$ cat config.mk
export PLATFORM = sky130hd
export DESIGN_NAME = pdt_timer
export DESIGN_NICKNAME = d
export VERILOG_FILES = /design/src/hw/pdt_pkg.sv /design/src/hw/pdt_curve.sv /design/src/hw/pdt_timer.sv
export SDC_FILE = /design/constraint.sdc
export NUM_CORES = 2
export LEC_CHECK = 0
export CAP_MARGIN = 25
export CORE_MARGIN = 2
export CORE_UTILIZATION = 39
export CTS_BUF_LIST = sky130_fd_sc_hd__clkbuf_8
export CTS_CLUSTER_DIAMETER = 60
export DETAILED_ROUTE_END_ITERATION = 6
export DONT_BUFFER_PORTS = 1
export PLACE_DENSITY = 0.56
export RECOVER_POWER = 50
export SLEW_MARGIN = 10
export SYNTH_ARGS = -nofsm -noshare
export SYNTH_HDL_FRONTEND = slang
export SYNTH_SLANG_ARGS = --single-unit
$ cat constraint.sdc
create_clock -name CLOCK -period 35.8 [get_ports CLOCK]
set_input_delay 1.79 -clock CLOCK [delete_from_list [all_inputs] [get_ports CLOCK]]
set_output_delay 1.79 -clock CLOCK [all_outputs]
set_load 0.03 [all_outputs]
$ cat src/hw/pdt_pkg.sv
// shared constants, register map and carrier types of the operate-delay timer
package pdt_pkg;

    ////////////////////////////////////////////////////////////////////////////
    // timing: one processing cycle equals one setting step of the definite delay
    localparam int unsigned CLK_PERIOD_NS = 10;           // 100 MHz system clock
    localparam int unsigned STEP_TIME_NS = 5000000;       // 0.005 s per step
    localparam int unsigned TICK_CYCLES = STEP_TIME_NS / CLK_PERIOD_NS;

    ////////////////////////////////////////////////////////////////////////////
    // register byte offsets on the apb bus
    localparam logic [11:0] OFS_CTRL = 12'h000;     // delay type, series, curve
    localparam logic [11:0] OFS_DEFINITE = 12'h004; // definite delay, 5 ms steps
    localparam logic [11:0] OFS_DIAL = 12'h008;     // time multiplier, 0.01 steps
    localparam logic [11:0] OFS_UA = 12'h00c;       // user constant a, 1e-4 steps
    localparam logic [11:0] OFS_UB = 12'h010;       // user constant b, 1e-4 steps
    localparam logic [11:0] OFS_UC = 12'h014;       // user constant c, 1e-4 steps
    localparam logic [11:0] OFS_PICKUP = 12'h018;   // pickup level
    localparam logic [11:0] OFS_STATUS = 12'h01c;   // live state, read only
    localparam logic [11:0] OFS_IRQ_STAT = 12'h020; // sticky events, write 1 clears
    localparam logic [11:0] OFS_IRQ_MASK = 12'h024; // event enables

    ////////////////////////////////////////////////////////////////////////////
    // reset values, in setting steps
    localparam logic [18:0] RST_DEFINITE = 19'h00008; // 0.040 s
    localparam logic [11:0] RST_DIAL = 12'h005;       // 0.05
    localparam logic [21:0] RST_UA = 22'h00035c;      // 0.0860
    localparam logic [15:0] RST_UB = 16'h073a;        // 0.1850
    localparam logic [21:0] RST_UC = 22'h0000c8;      // 0.0200
    localparam logic [15:0] RST_PICKUP = 16'h1000;    // plain default level

    ////////////////////////////////////////////////////////////////////////////
    // pickup release ratio and curve shaping
    localparam logic [6:0] HYST_PCT = 7'h61;          // release at 97 %
    localparam logic [6:0] PCT_FULL = 7'h64;          // 100 %
    localparam logic [21:0] SQ_EXP_MIN = 22'h004e20;  // exponent 2.0000 and up
    localparam logic [2:0] IEC_USER = 3'h4;           // iec user curve code
    localparam logic [2:0] IEEE_USER = 3'h7;          // ieee user curve code

    // settings that travel together into the timing logic
    typedef struct packed {
        logic inverse;          // 0 definite, 1 inverse
        logic ieee;             // 0 iec family, 1 ieee family
        logic [2:0] iec_curve;  // ni, ei, vi, lti, user
        logic [2:0] ieee_curve; // ansi ni, vi, ei, lti, ieee mi, vi, ei, user
        logic [18:0] definite;
        logic [11:0] dial;
        logic [21:0] ua;
        logic [15:0] ub;
        logic [21:0] uc;
        logic [15:0] pickup;
    } pdt_cfg_t;

    // event bits, same layout in irq status and mask
    typedef struct packed {
        logic blocked;
        logic trip;
        logic start;
    } pdt_evt_t;

endpackage : pdt_pkg

$ cat src/hw/pdt_curve.sv
// inverse curve selection: per-cycle increment and trip target
`timescale 1ns/100ps
`default_nettype none
module pdt_curve (
    // clock and reset
    input wire logic clk,
    input wire logic rst,
    input wire logic ce,
    // settings and measurement
    input wire pdt_pkg::pdt_cfg_t cfg,
    input wire logic [15:0] meas,
    // results
    output logic [31:0] incr,
    output logic [33:0] target
);

    ////////////////////////////////////////////////////////////////////////////
    // curve constant a (1e-4 units) and square flag per family and code
    function automatic logic [22:0] curve_a(input logic ieee, input logic [2:0] code);
        logic [22:0] r;
        r = 23'h0;
        if (!ieee) begin
            unique case (code)
                3'h0: r = {1'b0, 22'h000578};  // normally inverse
                3'h1: r = {1'b1, 22'h0c3500};  // extremely inverse
                3'h2: r = {1'b0, 22'h020f58};  // very inverse
                default: r = {1'b0, 22'h124f80}; // long-time inverse
            endcase
        end else begin
            unique case (code)
                3'h0: r = {1'b1, 22'h015d0c};  // ansi normally inverse
                3'h1: r = {1'b1, 22'h009934};  // ansi very inverse
                3'h2: r = {1'b1, 22'h00dc50};  // ansi extremely inverse
                3'h3: r = {1'b0, 22'h00db4c};  // ansi long-time inverse
                3'h4: r = {1'b0, 22'h000203};  // moderately inverse
                3'h5: r = {1'b1, 22'h02fe04};  // ieee very inverse
                default: r = {1'b1, 22'h044d90}; // ieee extremely inverse
            endcase
        end
        return r;
    endfunction : curve_a

    ////////////////////////////////////////////////////////////////////////////
    // selection; user curves take a from settings, exponent from b or c
    wire logic user_sel = cfg.ieee ? (cfg.ieee_curve == pdt_pkg::IEEE_USER)
                                   : (cfg.iec_curve == pdt_pkg::IEC_USER);
    wire logic [22:0] std_a = curve_a(cfg.ieee, cfg.ieee ? cfg.ieee_curve : cfg.iec_curve);
    wire logic [21:0] user_exp = cfg.ieee ? cfg.uc : {6'h00, cfg.ub};
    wire logic sq = user_sel ? (user_exp >= pdt_pkg::SQ_EXP_MIN) : std_a[22];
    wire logic [21:0] a_sel = user_sel ? cfg.ua : std_a[21:0];
    // excess above pickup; bigger excess, bigger increment, shorter delay
    wire logic [15:0] excess = (meas > cfg.pickup) ? meas - cfg.pickup : 16'h0000;
    wire logic [31:0] ex_sq = excess * excess;
    wire logic [31:0] next_incr = sq ? {8'h00, ex_sq[31:8]} : {16'h0000, excess};
    wire logic [33:0] next_target = cfg.dial * a_sel;

    // registered so the long product stays off the trip path
    always_ff @(posedge clk or posedge rst) begin
        if (rst) begin
            incr <= 32'h0;
            target <= 34'h0;
        end else if (ce) begin
            incr <= next_incr;
            target <= next_target;
        end
    end

endmodule : pdt_curve
`default_nettype wire

$ cat src/hw/pdt_timer.sv
// operate-delay timer top: apb registers, pickup, blocking and trip timing
//
// Function
// - instant mode trips together with start
// - definite mode trips after set delay
// - inverse delay shrinks as excess grows
// - definite delay floors inverse time, zero removes
// - delay type selects definite or inverse
// - definite delay in 5 ms steps, 40 ms
// - zero definite delay trips at once in definite mode
// - series picks iec or ieee, default iec
// - iec curves plus user a and b
// - ieee curves plus user a and c
// - inverse delay scaled by time multiplier
// - user constant a only for user curve
// - user constant b only for user curve
// - user constant c only ieee user curve
// - pickup releases at 97 percent of level
// - block sampled per cycle stops start, trip
`timescale 1ns/100ps
`default_nettype none
module pdt_timer #(
    parameter int unsigned TICK_CYCLES = pdt_pkg::TICK_CYCLES // processing cycle
) (
    // clock, reset, enable
    input wire logic CLOCK,
    input wire logic RST,
    input wire logic CE,
    // apb slave
    input wire logic PSEL,
    input wire logic PENABLE,
    input wire logic PWRITE,
    input wire logic [11:0] PADDR,
    input wire logic [31:0] PWDATA,
    output logic [31:0] PRDATA,
    output logic PREADY,
    output logic PSLVERR,
    // measurement and blocking from the protection logic
    input wire logic [15:0] MEAS_VALUE,
    input wire logic BLOCK,
    // function outputs
    output logic START,
    output logic TRIP,
    output logic BLOCKED,
    output logic IRQ
);

    ////////////////////////////////////////////////////////////////////////////
    // apb decode
    wire logic setup = PSEL && !PENABLE;             // read data prepared here
    wire logic wr = PSEL && PENABLE && PWRITE;       // write takes effect here
    wire logic mapped = (PADDR <= pdt_pkg::OFS_IRQ_MASK) && (PADDR[1:0] == 2'h0);
    wire logic wr_ctrl = wr && (PADDR == pdt_pkg::OFS_CTRL);
    wire logic wr_def = wr && (PADDR == pdt_pkg::OFS_DEFINITE);
    wire logic wr_dial = wr && (PADDR == pdt_pkg::OFS_DIAL);
    wire logic wr_ua = wr && (PADDR == pdt_pkg::OFS_UA);
    wire logic wr_ub = wr && (PADDR == pdt_pkg::OFS_UB);
    wire logic wr_uc = wr && (PADDR == pdt_pkg::OFS_UC);
    wire logic wr_pick = wr && (PADDR == pdt_pkg::OFS_PICKUP);
    wire logic wr_istat = wr && (PADDR == pdt_pkg::OFS_IRQ_STAT);
    wire logic wr_imask = wr && (PADDR == pdt_pkg::OFS_IRQ_MASK);
    assign PREADY = 1'b1;                            // zero wait states
    assign PSLVERR = PSEL && PENABLE && !mapped;     // unmapped or misaligned

    ////////////////////////////////////////////////////////////////////////////
    // state declarations
    pdt_pkg::pdt_cfg_t sw_cfg;    // as written by software
    pdt_pkg::pdt_cfg_t work_cfg;  // copy used by the timing logic
    pdt_pkg::pdt_evt_t irq_stat;  // sticky events
    pdt_pkg::pdt_evt_t irq_mask;  // event enables
    logic [31:0] tick_cnt;        // processing cycle prescaler
    logic pickup;                 // comparator output with hysteresis
    logic blocked;                // block sampled at cycle start
    logic [18:0] elapsed;         // processing cycles since start
    logic [39:0] inv_acc;         // inverse integrator
    logic start_q;                // previous start, for the event edge
    logic trip_q;                 // previous trip, for the event edge
    logic blocked_q;              // previous blocked, for the event edge
    logic [31:0] incr;            // inverse increment per cycle
    logic [33:0] target;          // inverse integrator trip level
    typedef enum logic [1:0] {ST_IDLE, ST_TIMING, ST_TRIPPED} pdt_state_t;
    pdt_state_t state;
    pdt_state_t next_state;

    // processing cycle strobe
    wire logic tick = (tick_cnt == 32'(TICK_CYCLES - 1));

    ////////////////////////////////////////////////////////////////////////////
    // software settings
    always_ff @(posedge CLOCK or posedge RST) begin
        if (RST) begin
            sw_cfg <= '{inverse: 1'b0, ieee: 1'b0, iec_curve: 3'h0, ieee_curve: 3'h0,
                        definite: pdt_pkg::RST_DEFINITE, dial: pdt_pkg::RST_DIAL,
                        ua: pdt_pkg::RST_UA, ub: pdt_pkg::RST_UB, uc: pdt_pkg::RST_UC,
                        pickup: pdt_pkg::RST_PICKUP};
        end else if (CE) begin
            if (wr_ctrl) begin
                sw_cfg.inverse <= PWDATA[0];
                sw_cfg.ieee <= PWDATA[1];
                sw_cfg.iec_curve <= (PWDATA[4:2] > pdt_pkg::IEC_USER) ? 3'h0 : PWDATA[4:2];
                sw_cfg.ieee_curve <= PWDATA[7:5];
            end
            if (wr_def) sw_cfg.definite <= PWDATA[18:0];
            if (wr_dial) sw_cfg.dial <= PWDATA[11:0];
            if (wr_ua) sw_cfg.ua <= PWDATA[21:0];
            if (wr_ub) sw_cfg.ub <= PWDATA[15:0];
            if (wr_uc) sw_cfg.uc <= PWDATA[21:0];
            if (wr_pick) sw_cfg.pickup <= PWDATA[15:0];
        end
    end

    ////////////////////////////////////////////////////////////////////////////
    // read mux, registered in the setup phase
    wire logic [31:0] ctrl_rd = {24'h0, sw_cfg.ieee_curve, sw_cfg.iec_curve,
                                 sw_cfg.ieee, sw_cfg.inverse};
    wire logic [31:0] status_rd = {28'h0, TRIP, START, blocked, pickup};
    logic [31:0] next_rdata;
    always_comb begin
        next_rdata = 32'h0;
        unique case (PADDR)
            pdt_pkg::OFS_CTRL: next_rdata = ctrl_rd;
            pdt_pkg::OFS_DEFINITE: next_rdata = {13'h0, sw_cfg.definite};
            pdt_pkg::OFS_DIAL: next_rdata = {20'h0, sw_cfg.dial};
            pdt_pkg::OFS_UA: next_rdata = {10'h0, sw_cfg.ua};
            pdt_pkg::OFS_UB: next_rdata = {16'h0, sw_cfg.ub};
            pdt_pkg::OFS_UC: next_rdata = {10'h0, sw_cfg.uc};
            pdt_pkg::OFS_PICKUP: next_rdata = {16'h0, sw_cfg.pickup};
            pdt_pkg::OFS_STATUS: next_rdata = status_rd;
            pdt_pkg::OFS_IRQ_STAT: next_rdata = {29'h0, irq_stat};
            pdt_pkg::OFS_IRQ_MASK: next_rdata = {29'h0, irq_mask};
            default: next_rdata = 32'h0; // unmapped reads zero
        endcase
    end

    always_ff @(posedge CLOCK or posedge RST) begin
        if (RST) PRDATA <= 32'h0;
        else if (CE && setup) PRDATA <= next_rdata;
    end

    ////////////////////////////////////////////////////////////////////////////
    // prescaler and per-cycle sampling of settings, measurement and block
    // settings enter only at a cycle boundary, so a mid-cycle write never
    // meets a half-updated comparison
    wire logic [22:0] meas_pct = MEAS_VALUE * pdt_pkg::PCT_FULL;
    wire logic [22:0] drop_pct = work_cfg.pickup * pdt_pkg::HYST_PCT;
    wire logic next_pickup = pickup ? (meas_pct >= drop_pct)
                                    : (MEAS_VALUE >= work_cfg.pickup);
    always_ff @(posedge CLOCK or posedge RST) begin
        if (RST) begin
            tick_cnt <= 32'h0;
            work_cfg <= '0;
            pickup <= 1'b0;
            blocked <= 1'b0;
        end else if (CE) begin
            tick_cnt <= tick ? 32'h0 : tick_cnt + 32'h1;
            if (tick) begin
                work_cfg <= sw_cfg;
                pickup <= next_pickup;
                blocked <= BLOCK;
            end
        end
    end

    ////////////////////////////////////////////////////////////////////////////
    // inverse characteristic
    pdt_curve u_curve (
        .clk(CLOCK),
        .rst(RST),
        .ce(CE),
        .cfg(work_cfg),
        .meas(MEAS_VALUE),
        .incr(incr),
        .target(target)
    );

    ////////////////////////////////////////////////////////////////////////////
    // timing decisions
    wire logic started = pickup && !blocked;
    wire logic instant = !work_cfg.inverse && (work_cfg.definite == 19'h0);
    wire logic floor_ok = (elapsed >= work_cfg.definite);
    wire logic inv_done = ({6'h00, target} <= inv_acc);
    wire logic due = work_cfg.inverse ? (inv_done && floor_ok) : floor_ok;
    wire logic [18:0] next_elapsed = (elapsed == 19'h7ffff) ? elapsed : elapsed + 19'h1;
    wire logic [39:0] next_acc = inv_acc + {8'h00, incr};

    // state sequence, advanced once per processing cycle
    always_comb begin
        next_state = state;
        unique case (state)
            ST_IDLE: if (started) next_state = ST_TIMING;
            ST_TIMING: begin
                if (!started) next_state = ST_IDLE;
                else if (due) next_state = ST_TRIPPED;
            end
            ST_TRIPPED: if (!started) next_state = ST_IDLE;
        endcase
    end

    // integrate only while started; reset on drop or block
    always_ff @(posedge CLOCK or posedge RST) begin
        if (RST) begin
            state <= ST_IDLE;
            elapsed <= 19'h0;
            inv_acc <= 40'h0;
        end else if (CE && tick) begin
            state <= next_state;
            elapsed <= (next_state == ST_IDLE) ? 19'h0 : next_elapsed;
            inv_acc <= (next_state == ST_IDLE) ? 40'h0 : next_acc;
        end
    end

    // trip stands with start; instant mode needs no timing
    assign START = started;
    assign TRIP = started && (instant || state == ST_TRIPPED);
    assign BLOCKED = pickup && blocked;

    ////////////////////////////////////////////////////////////////////////////
    // interrupts: set wins over a simultaneous write-one clear
    wire pdt_pkg::pdt_evt_t evt = '{blocked: BLOCKED && !blocked_q, trip: TRIP && !trip_q,
                                    start: START && !start_q};
    always_ff @(posedge CLOCK or posedge RST) begin
        if (RST) begin
            irq_stat <= '0;
            irq_mask <= '0;
            start_q <= 1'b0;
            trip_q <= 1'b0;
            blocked_q <= 1'b0;
        end else if (CE) begin
            start_q <= START;
            trip_q <= TRIP;
            blocked_q <= BLOCKED;
            irq_stat <= evt | (irq_stat & ~(wr_istat ? PWDATA[2:0] : 3'h0));
            if (wr_imask) irq_mask <= PWDATA[2:0];
        end
    end
    assign IRQ = |(irq_stat & irq_mask);

    // plain wire of the same condition, so it can be looked back on with $past
    wire logic tick_run = CE && tick && started;
endmodule : pdt_timer
`default_nettype wire

# After elaboration in Yosys (flattened, before gate mapping)
# Index checks and enable logic that the tools add are counted.
# totals
ff_bits	432
in_bits	67
output_inout_bits	38
word_cells	152
# op_classes
n_lt_le_gt_ge	8
mul	4
n_addsub	4
n_reduce_logical	49
bitwise_logic	4
muxes	24
eq_ne	21
# ops
cell	count
$pmux W22 S10	1
$pmux W23 S6	1
$pmux W23 S3	1
$eq A12 B5 Y1 const B	4
$mux W22	2
$add A40 B32 Y40	1
$le A34 B40 Y1	1
$mux W40	1
$mux W19	2
$mul A12 B22 Y34	1
$add A32 B1 Y32 const B	1
$eq A32 B19 Y1 const B	1
$mul A16 B16 Y32	1
$mux W32	1
$eq A12 B4 Y1 const B	2
$eq A12 B6 Y1 const B	2
$logic_and A1 B1 Y1	24
$mux W24	1
$ge A23 B23 Y1	1
$mul A16 B7 Y23 const B	1
$mux W23	1
$ge A22 B15 Y1 const B	1
$mul A16 B5 Y21 const B	1
$reduce_and A2 Y1	10
30 further kinds	51

# Depth between registers and ports, before layout
# depth
depth_word	9
mapped_depth	37

# Cells and area by module
# A second synthesis with hierarchy kept.
# unflattened
cells_unflattened	4358
area_unflattened_um2	40173.5
# modules_own_cells
module	area_each_um2	seq_area_each_um2	n_inst	cells_per_inst
pdt_timer	21389.3	8933.6	1	2193
pdt_curve	18784.3	1451.4	1	2165

# Least setup slack after synthesis
# Ideal clock, no wire load.
# synth_path
kind	input to register
startpoint	in MEAS_VALUE[0]
endpoint	reg u_curve.incr[23]
setup_ns	0.078
cell_stages	32
arrival_ns	9.519
t_required_ns	35.722
slack_ns	26.203
path_cell_list	inv_1 ha_1 fa_1 nand2b_1 a211o_1 a21oi_2 or2_1 and2_1 clkbuf_1 buf_2 nand2_1 buf_2 or2_2 fa_1 inv_1 fa_1 fa_1 fa_1 fa_1 inv_1 fa_1 inv_1 ha_1 nand2_1 nor2_1 nand2_1 o41ai_4 a31oi_4 a21oi_1 a21oi_2 xnor3_1 o2bb2ai_1
# synth_between
elab_chain_len	4
elab_cells_between_ends	5
cone_classes	1 x add/sub; 1 x mul; 1 x order compare; 2 x mux
# synth_rtl
element	line	source
from (decl)	pdt_timer.sv:39	input wire logic [15:0] MEAS_VALUE,
$sub A16 B16 Y16 or $gt A16 B16 Y1 (tied branches)	pdt_curve.sv:52	wire logic [15:0] excess = (meas > cfg.pickup) ? meas - cfg.pickup : 16'h0000;
$mux W16 (*)	pdt_curve.sv:52	
$mul A16 B16 Y32 (*)	pdt_curve.sv:53	wire logic [31:0] ex_sq = excess * excess;
$mux W24 (*)	pdt_curve.sv:54	wire logic [31:0] next_incr = sq ? {8'h00, ex_sq[31:8]} : {16'h0000, excess};
to (signal assigned)	pdt_curve.sv:63	incr <= next_incr;
to (decl)	pdt_curve.sv:13	output logic [31:0] incr,
# Every way passes the cells marked *; elsewhere a longest branch is shown, timed or not.
# A chain may end at the register's enable or synchronous reset.

==> flow_summary.toml <==
[run_status]
run_status = "complete, but fails checks"
violations = "DRC, capacitance limit, slew limit"

[synth]
synth_mux_area_frac = 0.0438
synth_edf_count = 0
synthCells = 4206
synth_fa_ha_area_frac = 0.328
syn_area_per_cell_sq_um = 9.29
synthSimpleGateAreaFrac = 0.148
yosysSeqAreaShare = 0.259
synth_top_area_cell = "dfrtp_1"
yosys.cell_types.count = 95
synth_compound_area_frac = 0.104
synth-xor-area-share = 0.0385
synth_top_flop_cell = "dfrtp_1"
synth.most_common_cell = "nand2_1"
netlist.area_leader.share = 0.246
yosys-top-cells-count = "663 x nand2_1, 622 x inv_1, 407 x ha_1, 385 x fa_1, 384 x dfrtp_1"
synth_area_leaders = "dfrtp_1 25%, fa_1 20%, ha_1 13%, nand2_1 6.4%, inv_1 6.0%"
synthArstFlopShare = 1.00
synth-seq-cells = 404
syn_area_sq_mm = 0.0391
ys_warn_count = 0
synth_top_family_by_area = "adder cells"

[pwr]
power_mw = 1.07
peakVddDrop_mv = 0.0262
p_per_area_mw_per_mm2 = 25.4
p_leak_nw = 22.0

[worst_hold_path]
holdCritPathClass = "flip-flop to flip-flop"
hold-path-cell-count = 2
hold_path_startpoint = "work_cfg[77]$_DFFE_PP0P_"
min_to = "work_cfg[77]$_DFFE_PP0P_"

[critical_path]
critPathLaunchType = "input port"
slowest_delay_ns = 5.60
cp_data_arrival_time_ns = 13.12
cp.required_ns = 34.60
crit_family = "buffers and inverters"
ff2ff_path_depth = 29
path_cells = "clkinvlp_2 > clkbuf_1 > clkbuf_1"
critical_path_class = "input port to asynchronous set/reset pin"
r2r-start = "work_cfg[0]$_DFFE_PP0P_"
worst_r2r_endpoint = "u_curve.incr[13]$_DFFE_PP0P_"
rrSetupSlack_ns = 25.49
worst_path_most_repeated_cell = "clkbuf_1"
cp_max_fo = 146
slowest_stage = "clkbuf_1"
cp-end-kind = "asynchronous set/reset pin"
cp_num_buf_inv = 3

[sta]
holdWs_ns = 0.467
rsz0062_at_grt = "no"
setup_tns_ns = 0
slew_headroom = -4.22
final-max-slew-violation-count = 589
fin_skew_ns = 0.0511
finalSetupViolations = 0
hold_viol_final = 0
fin_crit_sh = 0.400
finalCriticalPeriod_ns = 14.32
clock.fmax_ghz = 0.0698
worst_pin_slew_ns = 7.82

[placement]
portBuffers = 0
place.gp.congestion = 0.842
dp_hpwl_um = 79000
placed_cell_area_sq_mm = 0.0405

[clock_tree]
cts_resized = 0
clock-sinks = 404
htreeDepth = 3
post_cts_buffers = 0
clk_pin_slew_worst_paths_ns = 0.05
cts_tree = "built"
insertion_delay_ns = 0.67
cts_buffer_depth = 3
cts-root-buf = "clkbuf_8"
numCtsBuffers = 77
cts_hold_buf = 0

[drt]
wl_per_cell_um = 18.7
first_pass_iters = 7
wl_um = 104000
drc = 8
antenna_left = 0
viasPerCell = 5.24
vias = 29000
drtIter0Drc = 1994

[global_routing]
grt_pass1_wl_um = 169000
grt_use_total = 0.206
first_global_vias = 30100
antenna_found_initial = 1
grt_max_degree = 147
gr-total-overflow = 0

[floorplan]
dieHeight_um = 320
core_sq_mm = 0.0997
fp.dieW_um = 320
die_area_sq_mm = 0.103
num_io_pins = 105
num_rows = 116
initial_core_util = 0.392

[layout]
final_nets = 5038
area_delta_synth_final_pct = 7.76
final_area_sq_mm = 0.0421
drive_gt1_frac = 0.0852

[flow_run]
drv_cap = 10
==> state kept, by name, summed over array words and instances (netlist names) <==
signal / count
state: 2
u_curve.target: 34
blocked_q: 1
pickup: 1
sw_cfg: 107
irq_mask: 3
PRDATA: 22
ctrl_rd: 8
tick_cnt: 32
elapsed: 19
blocked: 1
start_q: 1
trip_q: 1
irq_stat: 3
u_curve.incr: 24
work_cfg: 105
inv_acc: 40
==> stage by stage <==
step	worst slack (ns)	utilization	instances
after floorplan	22.81	-	4215
after global placement	24.36	0.406	5394
after detailed placement	24.31	0.407	5397
after CTS	25.00	0.423	5534
after global routing	18.56	0.422	5536
final	21.48	0.422	5536
==> worst max-delay path by stage <==
stage / cells past startpoint / to / slack [ns] / startpoint
3_5_place_dp: 30 / u_curve.incr[13]$_DFFE_PP0P_ / 24.31 / MEAS_VALUE[0]
2_1_floorplan: 1 / PRDATA[0]$_DFFE_PP0P_ / 22.81 / RST
4_1_cts: 30 / u_curve.incr[13]$_DFFE_PP0P_ / 25.00 / MEAS_VALUE[0]
6_report: 3 / inv_acc[18]$_DFFE_PP0P_ / 21.48 / RST
5_1_grt: 3 / inv_acc[17]$_DFFE_PP0P_ / 18.56 / RST
3_3_place_gp: 30 / u_curve.incr[23]$_DFFE_PP0P_ / 24.36 / MEAS_VALUE[0]
==> cells by family (layout without fill, tap and decap cells) <==
group           Yosys count  in the layout
compound gates          601            601
buf+inv                 794            816
mux                     153            153
simple gates           1290           1290
xor+xnor                170            170
fa+ha+maj               792            792
other cells               2             12
flops                   404            404
==> layout by cell type (no fill, tap or decap), types with 59 or more instances in the layout <==
| cell | instances |
|---|---|
| o21ai_0 | 136 |
| xor2_1 | 61 |
| dfrtp_1 | 384 |
| mux2_2 | 144 |
| nor2_1 | 215 |
| xnor2_1 | 108 |
| and2_1 | 88 |
| nand3_1 | 82 |
| inv_1 | 643 |
| fa_1 | 385 |
| a21oi_1 | 146 |
| ha_1 | 407 |
| a21o_1 | 59 |
| clkbuf_8 | 102 |
| nand2_1 | 662 |
==> tightest hold or removal path, delay by kind of cell, from the launching register on <==
kind,cells,cell delay (ns)
flip-flops,1,0.34
AND/OR/NAND/NOR,2,0.10
==> where the power goes <==
group	internal, mW	switching (mW)	leakage (nW)
Combinational	0.0434	0.0627	15.8
Sequential	0.464	0.0142	5.21
Clock	0.271	0.212	0.929
==> metal layers <==
layer,share of wire,vias to the layer above,GRT usage
met4,0.020,0,0.0488
met2,0.47,581,0.337
li1,-,13800,-
met1,0.47,14500,0.294
met3,0.042,126,0.0236
met5,0,-,0
==> area by class of cell <==
class / instances / area (sq um)
Fill cell: 9858 / 57600
Tap cell: 1298 / 1620
Multi-Input combinational cell: 3017 / 26000
Inverter: 627 / 2350
Clock inverter: 35 / 253
Sequential cell: 404 / 10100
Timing Repair Buffer: 52 / 358
Antenna cell: 1 / 2.50
Clock buffer: 102 / 1400
No activity file was read; power rests on OpenSTA's default activity.
